===== src/rtl/usb_irq_status_pkg.sv =====
// Shared constants and types for the identification and interrupt status block
package usb_irq_status_pkg;

  // Command codes written in the command phase
  localparam logic [7:0] PART_IDENTIFICATION = 8'hb5;
  localparam logic [7:0] INTERRUPT_SOURCES   = 8'hc0;

  // Index of the last byte of each read transaction
  localparam logic [1:0] ID_LAST_BYTE  = 2'h1;
  localparam logic [1:0] IRQ_LAST_BYTE = 2'h3;

  // Interrupt source word field positions
  localparam int BIT_BUS_RESET   = 0;
  localparam int BIT_RESUME      = 1;
  localparam int BIT_SUSPEND     = 2;
  localparam int BIT_DMA_DONE    = 3;
  localparam int BIT_FRAME_SEEN  = 4;
  localparam int BIT_PSEUDO_TICK = 5;
  localparam int BIT_SHORT_END   = 6;
  localparam int BIT_BUS_SLEEP   = 7;
  localparam int BIT_ENDPOINT_LO = 8;
  localparam int BIT_ENDPOINT_HI = 23;

  // Sticky bits; bus state and reserved bits are excluded
  localparam logic [31:0] STICKY_MASK = 32'h00ff_ff7f;
  localparam logic [31:0] FLAGS_RESET = 32'h0000_0000;

  // Pseudo frame timing
  localparam int CLOCK_HZ         = 25_000_000;
  localparam int FRAME_TIME_MS    = 1;
  localparam int FRAME_CYCLES     = CLOCK_HZ / 1000 * FRAME_TIME_MS;
  localparam int TIMER_WIDTH      = 20;
  localparam logic [1:0] MISSED_LIMIT = 2'h2;

  // Read transaction phase
  typedef enum logic [2:0] {
    PHASE_IDLE = 3'b001,
    PHASE_ID   = 3'b010,
    PHASE_IRQ  = 3'b100
  } phase_type;

  // Bus events from the serial engine and DMA
  typedef struct packed {
    logic [15:0] endpoint;
    logic        short_packet_transfer_end;
    logic        dma_count_done;
    logic        frame_seen;
    logic        resume_seen;
    logic        bus_reset_seen;
    logic        bus_idle;
  } usb_event_type;

  // Whole block state
  typedef struct packed {
    phase_type              phase;
    logic [1:0]             count;
    logic [31:0]            shift;
    logic [31:0]            snap;
    logic [31:0]            flags;
    logic                   bus_sleep_state;
    logic [1:0]             missed;
    logic [TIMER_WIDTH-1:0] timer;
    logic                   started;
    logic [7:0]             read_data;
  } state_type;

endpackage


===== src/rtl/usb_irq_status.sv =====
// Identification and interrupt source read commands of a USB peripheral
`timescale 1ns/1ps
`default_nettype none

module usb_irq_status
  import usb_irq_status_pkg::*;
#(
  parameter logic [7:0] PART_CODE       = 8'h5a, // Arbitrary value
  parameter logic [7:0] SILICON_REVISION = 8'h03, // Arbitrary value
  parameter int         FRAME_COUNT     = FRAME_CYCLES
) (
  // Clock and reset
  input  wire logic          i_clock,
  input  wire logic          i_rst,
  // Byte-wide command and data port
  input  wire logic          i_command_write,
  input  wire logic          i_data_read,
  input  wire logic [7:0]    i_write_data,
  output logic      [7:0]    o_read_data,
  // Bus and DMA events
  input  wire usb_event_type i_event,
  // Interrupt enables and request
  input  wire logic [31:0]   i_irq_enable,
  output logic               o_interrupt
);

  state_type state;
  state_type next_state;

  logic [31:0] set_bits;
  logic [31:0] clear_bits;
  logic [31:0] live_word;
  logic        tick;
  logic        wake;

  localparam logic [TIMER_WIDTH-1:0] TICK_LAST = TIMER_WIDTH'(FRAME_COUNT - 1);

  // Next state of the whole block
  always_comb begin
    next_state = state;
    set_bits   = '0;
    clear_bits = '0;
    tick       = (state.timer == TICK_LAST);
    wake       = i_event.frame_seen | i_event.resume_seen | i_event.bus_reset_seen;

    // Free-running pseudo frame timer
    next_state.timer = tick ? '0 : state.timer + 1'b1;

    // Event capture
    set_bits[BIT_ENDPOINT_HI:BIT_ENDPOINT_LO] = i_event.endpoint;
    set_bits[BIT_SHORT_END]   = i_event.short_packet_transfer_end;
    set_bits[BIT_PSEUDO_TICK] = tick;
    set_bits[BIT_FRAME_SEEN]  = i_event.frame_seen;
    set_bits[BIT_DMA_DONE]    = i_event.dma_count_done;
    set_bits[BIT_RESUME]      = i_event.resume_seen;
    set_bits[BIT_BUS_RESET]   = i_event.bus_reset_seen;

    // Bus state tracking
    if (!state.started) begin
      next_state.started         = 1'b1;
      next_state.bus_sleep_state = i_event.bus_idle;
    end else if (wake) begin
      next_state.bus_sleep_state = 1'b0;
      next_state.missed          = '0;
    end else if (tick && !state.bus_sleep_state) begin
      if (state.missed == MISSED_LIMIT) begin
        next_state.bus_sleep_state = 1'b1;
        next_state.missed          = '0;
        set_bits[BIT_SUSPEND]      = 1'b1;
      end else begin
        next_state.missed = state.missed + 1'b1;
      end
    end

    // Live word with the bus state in bit 7
    live_word                = state.flags;
    live_word[BIT_BUS_SLEEP] = state.bus_sleep_state;

    // Command and data phases
    if (i_command_write) begin
      next_state.count = '0;
      case (i_write_data)
        PART_IDENTIFICATION: begin
          next_state.phase = PHASE_ID;
          next_state.shift = {16'h0000, PART_CODE, SILICON_REVISION};
        end
        INTERRUPT_SOURCES: begin
          next_state.phase = PHASE_IRQ;
          next_state.shift = live_word;
          next_state.snap  = state.flags;
        end
        default: begin
          next_state.phase = PHASE_IDLE;
          next_state.shift = '0;
        end
      endcase
    end else if (i_data_read) begin
      next_state.shift = {8'h00, state.shift[31:8]};
      next_state.count = state.count + 1'b1;
      case (state.phase)
        PHASE_ID: begin
          if (state.count == ID_LAST_BYTE) begin
            next_state.phase = PHASE_IDLE;
          end
        end
        PHASE_IRQ: begin
          if (state.count == IRQ_LAST_BYTE) begin
            next_state.phase = PHASE_IDLE;
            clear_bits       = state.snap;
          end
        end
        default: begin
          next_state.count = '0;
        end
      endcase
    end

    // Sticky flags; a new event wins over the read clear
    next_state.flags = ((state.flags & ~clear_bits) | set_bits) & STICKY_MASK;

    // Byte presented on the data port
    next_state.read_data = next_state.shift[7:0];
  end

  // State register
  always_ff @(posedge i_clock or posedge i_rst) begin
    if (i_rst) begin
      state.phase           <= PHASE_IDLE;
      state.count           <= '0;
      state.shift           <= '0;
      state.snap            <= '0;
      state.flags           <= FLAGS_RESET;
      state.bus_sleep_state <= 1'b0;
      state.missed          <= '0;
      state.timer           <= '0;
      state.started         <= 1'b0;
      state.read_data       <= '0;
    end else begin
      state <= next_state;
    end
  end

  // Outputs
  assign o_read_data = state.read_data;
  assign o_interrupt = |(live_word & i_irq_enable);

endmodule
`default_nettype wire


===== config.mk =====
export PLATFORM = sky130hd
export DESIGN_NAME = usb_irq_status
export DESIGN_NICKNAME = d
export VERILOG_FILES = /design/src/rtl/usb_irq_status_pkg.sv /design/src/rtl/usb_irq_status.sv
export SDC_FILE = /design/constraint.sdc
export NUM_CORES = 1
export LEC_CHECK = 0
export ABC_AREA = 1
export ABC_CLOCK_PERIOD_IN_PS = 3250
export BUFFER_PORTS_ARGS = -buffer_cell sky130_fd_sc_hd__buf_2
export CORE_MARGIN = 2
export CORE_UTILIZATION = 51
export CTS_CLUSTER_SIZE = 28
export DETAILED_ROUTE_END_ITERATION = 7
export HOLD_SLACK_MARGIN = 0.05
export PLACE_DENSITY = 0.76
export SLEW_MARGIN = 40
export SYNTH_ARGS = -nofsm -noshare
export SYNTH_HDL_FRONTEND = slang
export SYNTH_SLANG_ARGS = --single-unit

===== constraint.sdc =====
create_clock -name i_clock -period 3.25 [get_ports i_clock]
set_input_delay 0.65 -clock i_clock [delete_from_list [all_inputs] [get_ports i_clock]]
set_output_delay 0.65 -clock i_clock [all_outputs]
set_load 0.03 [all_outputs]

[Word level (Yosys, flattened, before mapping)]
Cells that the tools add are included.
Word-level totals
  input port bits: 66
  output and inout port bits: 9
  logic and storage cells: 64
  bits in registers: 107
Operators by class
  equality and inequality tests: 12
  bitwise logic cells: 6
  $add $sub $neg: 3
  reductions and logical operators: 11
  multiplexer cells: 22
Operator list (number)
  two-way mux 24 bit: 4
  two-way mux 37 bit: 2
  one-hot mux 24 bit (2 select lines): 1
  AND 24 x 32 -> 32 bit: 1
  OR reduction 32 bit: 1
  AND 24 bit: 1
  NOT 24 bit: 1
  OR 24 bit: 1
  adder 20 x 1 -> 20 bit (second input constant): 1
  == test 20 x 15 -> 1 bit (second input constant): 1
  two-way mux 20 bit: 1
  == test 8 bit (second input constant): 2
  two-way mux 3 bit: 4
  one-hot mux 3 bit (2 select lines): 2
  two-way mux 1 bit: 6
  != test 3 x 1 -> 1 bit (second input constant): 2
  != test 3 bit (second input constant): 2
  AND reduction 2 bit: 3
  adder 2 x 1 -> 2 bit (second input constant): 2
  == test 2 bit (second input constant): 2
  two-way mux 2 bit: 2
  AND reduction 4 bit: 1
  nonzero test 2 bit: 2
  == test 3 x 2 -> 1 bit (second input constant): 1
  7 further kinds: 8

[Longest topological paths before layout]
Gate-level depths: netlist (run 1).
  depth after elaboration: 8
  depth in mapped cells: 9
  depth with buffers taken out: 9

[Least setup slack after synthesis (run 1)]
OpenSTA, ideal clock, no wires.
  path kind: input-to-output
  start: input i_irq_enable[0]
  end: output o_interrupt
  path slack: 1.316 ns
  buffers on the path: 0
  required time: 2.600 ns
  cell stages on the path: 4
  arrival: 1.284 ns
  cells stage by stage: nand2_1 -> nand2_1 -> a221oi_1 -> nand4_1
On the way
  longest elaborated chain between the ends: 2
RTL lines
  from (decl): RTL line usb_irq_status.sv:23  | input wire logic [31:0] i_irq_enable,
  AND 24 x 32 -> 32 bit: RTL line usb_irq_status.sv:145  | assign o_interrupt = |(live_word & i_irq_enable);
  OR reduction 32 bit: RTL line usb_irq_status.sv:145
  to (decl): RTL line usb_irq_status.sv:24  | output logic o_interrupt
Every way passes these cells.

[Worst setup path in the final report (run 1)]
  start: register state (netlist bit live_word[5])
  end: output o_interrupt
On the way
  longest elaborated chain between the ends: 2
RTL lines
  from (decl): RTL line usb_irq_status.sv:27  | state_type state;
  from (signal assigned): RTL line usb_irq_status.sv:139  | state <= next_state;
  AND 24 x 32 -> 32 bit: RTL line usb_irq_status.sv:145
  OR reduction 32 bit: RTL line usb_irq_status.sv:145
Every way passes these cells.

==> out/qor.txt, run 1 <==
DRT Wirelength = 9.95 mm
Leak = 2.73 nW
Num Clock Sinks = 99
Mux cell area share after synthesis = 0
Largest family of logic cells by synthesized area = simple AND/OR/NAND/NOR gates
Mapped Area = 4590 um^2
Per-cell routed wire length = 13.6 um
DRC Markers = 0
Worst Skew = 0.0103 ns
Initial core utilization = 0.527
Number of post-CTS setup repair buffers = 0
CP Max Fanout = 3
Number of fill cells = 804
Pwr per Cell Area = 433 nW/um^2
CTS tree = built
Syn avg cell area = 8.19 um^2
Xor-xnor portion of the synthesized cell area = 0.0191
Fraction of layout cells with a size suffix above 1 = 0.158
Status = finished, final reports clean
Final-stage net count = 690
# hold bufs at CTS = 0
Clock buffer depth = 2
Die area = 9780 um^2
Fmax = 0.458 GHz
Inst Count DP = 718
Setup violations, final = 0
Final period utilization = 0.672
Final Hold Viols = 0
Die Span X = 98.9 um
Seq/Total Area, Yosys = 0.539
Vias after detailed routing = 3826
GRT overflow = 0
Vias in the first global route = 3797
Worst R2R Setup Slack = 1.46 ns
Setup TNS = 0 ns
Slew Limit Fails = 0
Tmin final = 2.19 ns
Reg2Reg Depth = 6
Synthesized-area fraction occupied by adder cells = 0.00817
Clk_lat worst skew = 0.36 ns
Unrepaired setup endpoints after global routing = no
Rows = 34
Syn Nets = 630
Worst-margin pin slew = 0.515 ns
Reg-to-reg endpoint = live_word[14]
Synthesis Warnings = 0
Compound-Gate Fraction of Synth Area = 0.107
Kind of critical path = flop to output port
Resized Gates After CTS = 0
Type of the worst min-delay path = input port to asynchronous set/reset pin
Total I/O pin count = 75
Startpoint Class = flop
Initial antenna violation count = 0
Die height = 98.9 um
DRT antenna net count = 0
Critical Path End Type = output port
Pre-Repair DR Iteration Count = 5
Max_slew headroom = 0.656
Number of distinct library cells after synthesis = 33
#FFs+latches synth = 99
Commonest cells after routing, fill and taps aside = 138 x nand2_1, 98 x dfrtp_1, 86 x inv_1
Core Footprint = 8720 um^2
Crit path launch = live_word[5]
Vias per cell = 5.21
Htree depth = 3
Maxcap violations = 0
Critical Path RT = 2.60 ns
DRT iter0 DRCs = 195
VDD IR max = 0.189 mV
Area Overhead vs Synth = 12.6%
Antenna fix cells = 0
DP HPWL = 7.22 mm
Reg2reg start = state[131]
CP arrival = 1.54 ns
Port bufs = 66
Commonest non-fill, non-tap cell in the layout = nand2_1
CTS Root Cell = clkbuf_8
Global-route wire length before repair = 17.0 mm
Clock transition at path regs = 0.10 ns
GRT Overall Usage = 0.216
Placer Congestion = 0.886
Simple logic cell fraction of the synthesized area = 0.225
Cell Count, Final, Fillers Out = 734
CTS Buf Count = 9
Post-Syn Instances = 561
Largest net degree at the start of global routing = 100
-- metal layers --
layer,wire (um),global-route usage
met5,0,0
met4,172,0.0590
met3,563,0.0532
met2,4590,0.344
met1,4630,0.298
-- state kept, by name, summed over array words and instances (netlist names) --
name,count
live_word,24
state,75
-- worst max path at each step --
stage	endpoint	slack (ns)	depth (start not counted)
floorplan	live_word[0]	0.01	1
CTS	o_interrupt	1.04	5
global route	o_interrupt	0.99	5
detailed placement	o_interrupt	1.05	6
global placement	live_word[2]	0.97	6
finish	o_interrupt	1.06	5
-- cells in the mapped netlist --
master / count / area (um^2)
nand3b_1: 2 / 15.0
nand2_4: 1 / 11.3
a221oi_1: 2 / 17.5
nor2_2: 2 / 12.5
a21oi_1: 22 / 110
o21ai_1: 3 / 15.0
nor2_4: 2 / 22.5
o21ai_0: 61 / 305
nor3_2: 1 / 10.0
a31oi_1: 1 / 6.26
inv_1: 87 / 327
dfstp_2: 1 / 26.3
o22ai_1: 1 / 6.26
nand4_1: 14 / 87.6
o21bai_1: 1 / 7.51
nand2_1: 138 / 518
nor3_4: 1 / 16.3
nor2_1: 58 / 218
nand2_2: 1 / 6.26
nor3b_1: 1 / 7.51
buf_2: 5 / 25.0
conb_1: 1 / 3.75
ha_1: 3 / 37.5
inv_2: 4 / 15.0
nand3_1: 20 / 100
clkbuf_1: 5 / 18.8
o31ai_1: 2 / 15.0
xor2_1: 10 / 87.6
dfrtp_1: 98 / 2450
nor3_1: 1 / 5.00
a21boi_0: 1 / 7.51
buf_4: 10 / 75.1
and3_1: 1 / 6.26
-- cells by family after synthesis --
family / Yosys count
simple gates: 243
buf+inv: 111
flops: 99
compound gates: 94
xor+xnor: 10
fa+ha+maj: 3
other cells: 1
-- worst max-delay path: stages, from the launching register on --
cell and delay (ns):
dfrtp_1 0.41, nand2_1 0.11, nand4_1 0.13, nor2_1 0.18, nand4_1 0.14, buf_2 0.21
-- area by class of cell --
class | instances | area [um^2] | area share
sequential | 99 | 2480 | 0.479
multi-input combinational | 351 | 1660 | 0.320
timing repair buffer | 69 | 369 | 0.0713
clock buffer | 10 | 138 | 0.0266
inverter | 91 | 343 | 0.0663
tap | 108 | 135 | 0.0261
clock inverter | 6 | 55.1 | 0.0106
-- report_power, final --
| part | total (mW) | switching (mW) | internal, mW |
|---|---|---|---|
| clock | 0.781 | 0.465 | 0.316 |
| combinational | 0.173 | 0.111 | 0.0617 |
| sequential | 1.29 | 0.0171 | 1.27 |
| total | 2.24 | 0.593 | 1.65 |
-- per-stage QoR --
stage | power, mW | hold WS [ns] | area [um^2] | utilization | setup slack [ns]
detailed placement | 1.49 | 0.453 | 4980 | 0.571 | 1.05
CTS | 2.25 | 0.420 | 5170 | 0.593 | 1.04
global placement | 1.48 | 0.447 | 4970 | 0.570 | 0.973
finish | 2.24 | 0.394 | 5170 | 0.593 | 1.06
global route | 2.33 | 0.440 | 5170 | 0.593 | 0.991
floorplan | 1.42 | 0.431 | 4590 | - | 0.0112
Power figures use the tool's default switching activity.
==> inputs of run 2 (changes only) <==
ABC_CLOCK_PERIOD_IN_PS = 1850   (was 3250)
clock period = 1.85 ns   (was 3.25 ns; I/O delays follow)
==> run 2 against run 1 <==
Compared with the run above: the run now ends with negative setup slack left; routed wire length increased by 3.7%; setup slack got worse by 1.1 ns; non-clock buffer count grew 7; via count hardly changed; hold slack lost 0.22 ns; utilization rose by 1.1 points; critical endpoint unchanged.
==> out/qor.txt, run 2 (synthesized netlist as in run 1, its figures left out) <==
CTS Root Cell = clkbuf_8
CP max-delay cell = dfrtp_1
Final period utilization = 1.01
CP delay by family, top = simple AND/OR/NAND/NOR gates
Crit-path max cell delay = 0.42 ns
Die height = 98.9 um
CP arrival = 1.50 ns
Placer Congestion = 0.865
Area Overhead vs Synth = 14.8%
Hold path start = i_event[13]
Clock transition at path regs = 0.10 ns
Reg2Reg Depth = 6
DRT antenna net count = 0
Die Span X = 98.9 um
Critical Path RT = 1.48 ns
Vias per cell = 5.16
Slew Limit Fails = 0
Design Area, Final = 5270 um^2
Maxcap violations = 0
Htree depth = 3
Leak = 2.78 nW
Logic pwr share = 0.079
Final Hold Viols = 0
Fraction of layout cells with a size suffix above 1 = 0.174
Largest register FFs = 75
DRC Markers = 0
Switch Pwr = 1.02 mW
Critical Path End Type = output port
Hold_ws = 0.171 ns
Internal Power = 2.99 mW
Fmax = 0.534 GHz
GRT Overall Usage = 0.222
Worst R2R Setup Slack = 0.27 ns
Cell Count, Final, Fillers Out = 741
Rows = 34
CTS tree = built
Unrepaired setup endpoints after global routing = yes
Per-cell routed wire length = 13.9 um
Worst path cell trace = nand2_2, nand4_1, nor2_2, nand4_1, buf_6
Core Footprint = 8720 um^2
DP HPWL = 7.45 mm
Setup TNS = -0.0237 ns
Largest net degree at the start of global routing = 62
DRT iter0 DRCs = 226
Tmin final = 1.87 ns
Worst Skew = 0.00982 ns
Status = finished with violations
Vias after detailed routing = 3827
Util after Layout = 0.605
Total I/O pin count = 75
Clk_lat worst skew = 0.37 ns
Vias in the first global route = 3750
CTS Buf Count = 9
Clk pwr share = 0.356
Setup violations, final = 1
Biggest register = state
Type of the worst min-delay path = input port to flop
Crit path buf inv count = 1
DRT Wirelength = 10.3 mm
End point of the worst hold path = live_word[15]
Crit-path most repeated cell = nand4_1
Reg2reg start = state[9]
Initial antenna violation count = 0
GRT overflow = 0
Commonest non-fill, non-tap cell in the layout = nand2_1
Pwr Total = 4.00 mW
Hold Crit Depth = 3
Antenna fix cells = 0
Sw Share = 0.254
Inst Count DP = 722
Failing checks = negative setup slack
Final-stage net count = 697
VDD IR max = 0.449 mV
Port bufs = 66
Initial core utilization = 0.527
Die area = 9780 um^2
Global-route wire length before repair = 17.4 mm
Num Clock Sinks = 99
Placed Area = 5020 um^2
Commonest cells after routing, fill and taps aside = 136 x nand2_1, 98 x dfrtp_1, 86 x inv_1
Pre-Repair DR Iteration Count = 5
Final WS setup = -0.0237 ns
Startpoint Class = flop
Clock buffer depth = 2
CP Max Fanout = 3
Reg-to-reg endpoint = state[17]
Kind of critical path = flop to output port
Sequential power share = 0.566
Dpl ws = 0.247 ns
Pwr per Cell Area = 759 nW/um^2
==> run 2: worst max-delay path by stage <==
stage	from	to	slack, ns	cells past startpoint
5_1_grt	live_word[10]	o_interrupt	-0.07	5
4_1_cts	live_word[5]	o_interrupt	-0.03	5
6_report	live_word[5]	o_interrupt	-0.02	5
2_1_floorplan	i_rst	live_word[0]	0.31	1
3_3_place_gp	i_irq_enable[5]	o_interrupt	0.24	6
3_5_place_dp	i_irq_enable[0]	o_interrupt	0.25	6
==> run 2: cell type report <==
type | count | area [um^2]
multi-input combinational | 351 | 1680
fill | 780 | 3450
timing repair buffer | 76 | 439
clock inverter | 7 | 75.1
sequential | 99 | 2480
clock buffer | 9 | 124
inverter | 91 | 345
tap | 108 | 135
==> run 2: power groups by stage <==
stage | Combinational [mW] | Clock [mW] | Sequential [mW]
3_5_place_dp | 0.311 | 0 | 2.31
2_1_floorplan | 0.201 | 0 | 2.30
3_3_place_gp | 0.303 | 0 | 2.30
4_1_cts | 0.320 | 1.45 | 2.26
5_1_grt | 0.362 | 1.54 | 2.27
6_report | 0.315 | 1.42 | 2.26
==> run 2: repair_timing <==
action | CTS | global route
pin swaps | 3 | 3
hold buffers | 1 | 0
hold endpoints to repair | 15 | 0
endpoints found under the setup margin | 1 | 1
setup buffers | 1 | 1
resized for setup | 7 | 0
==> run 2: worst register-to-register path, cell delays in order (launching register included) <==
cell and delay [ns]:
dfrtp_1 0.39, ha_1 0.30, nand3_1 0.13, nor2_1 0.17, and3_1 0.32, nand3b_1 0.14
inv_1 0.04
==> run 2: per-layer routing <==
| metal | vias to the layer above | GRT usage | wire [um] |
|---|---|---|---|
| met5 | - | 0 | 0 |
| met1 | 1796 | 0.313 | 4730 |
| met4 | 0 | 0.0759 | 233 |
| met3 | 22 | 0.0475 | 615 |
| li1 | 1888 | - | - |
| met2 | 121 | 0.345 | 4740 |
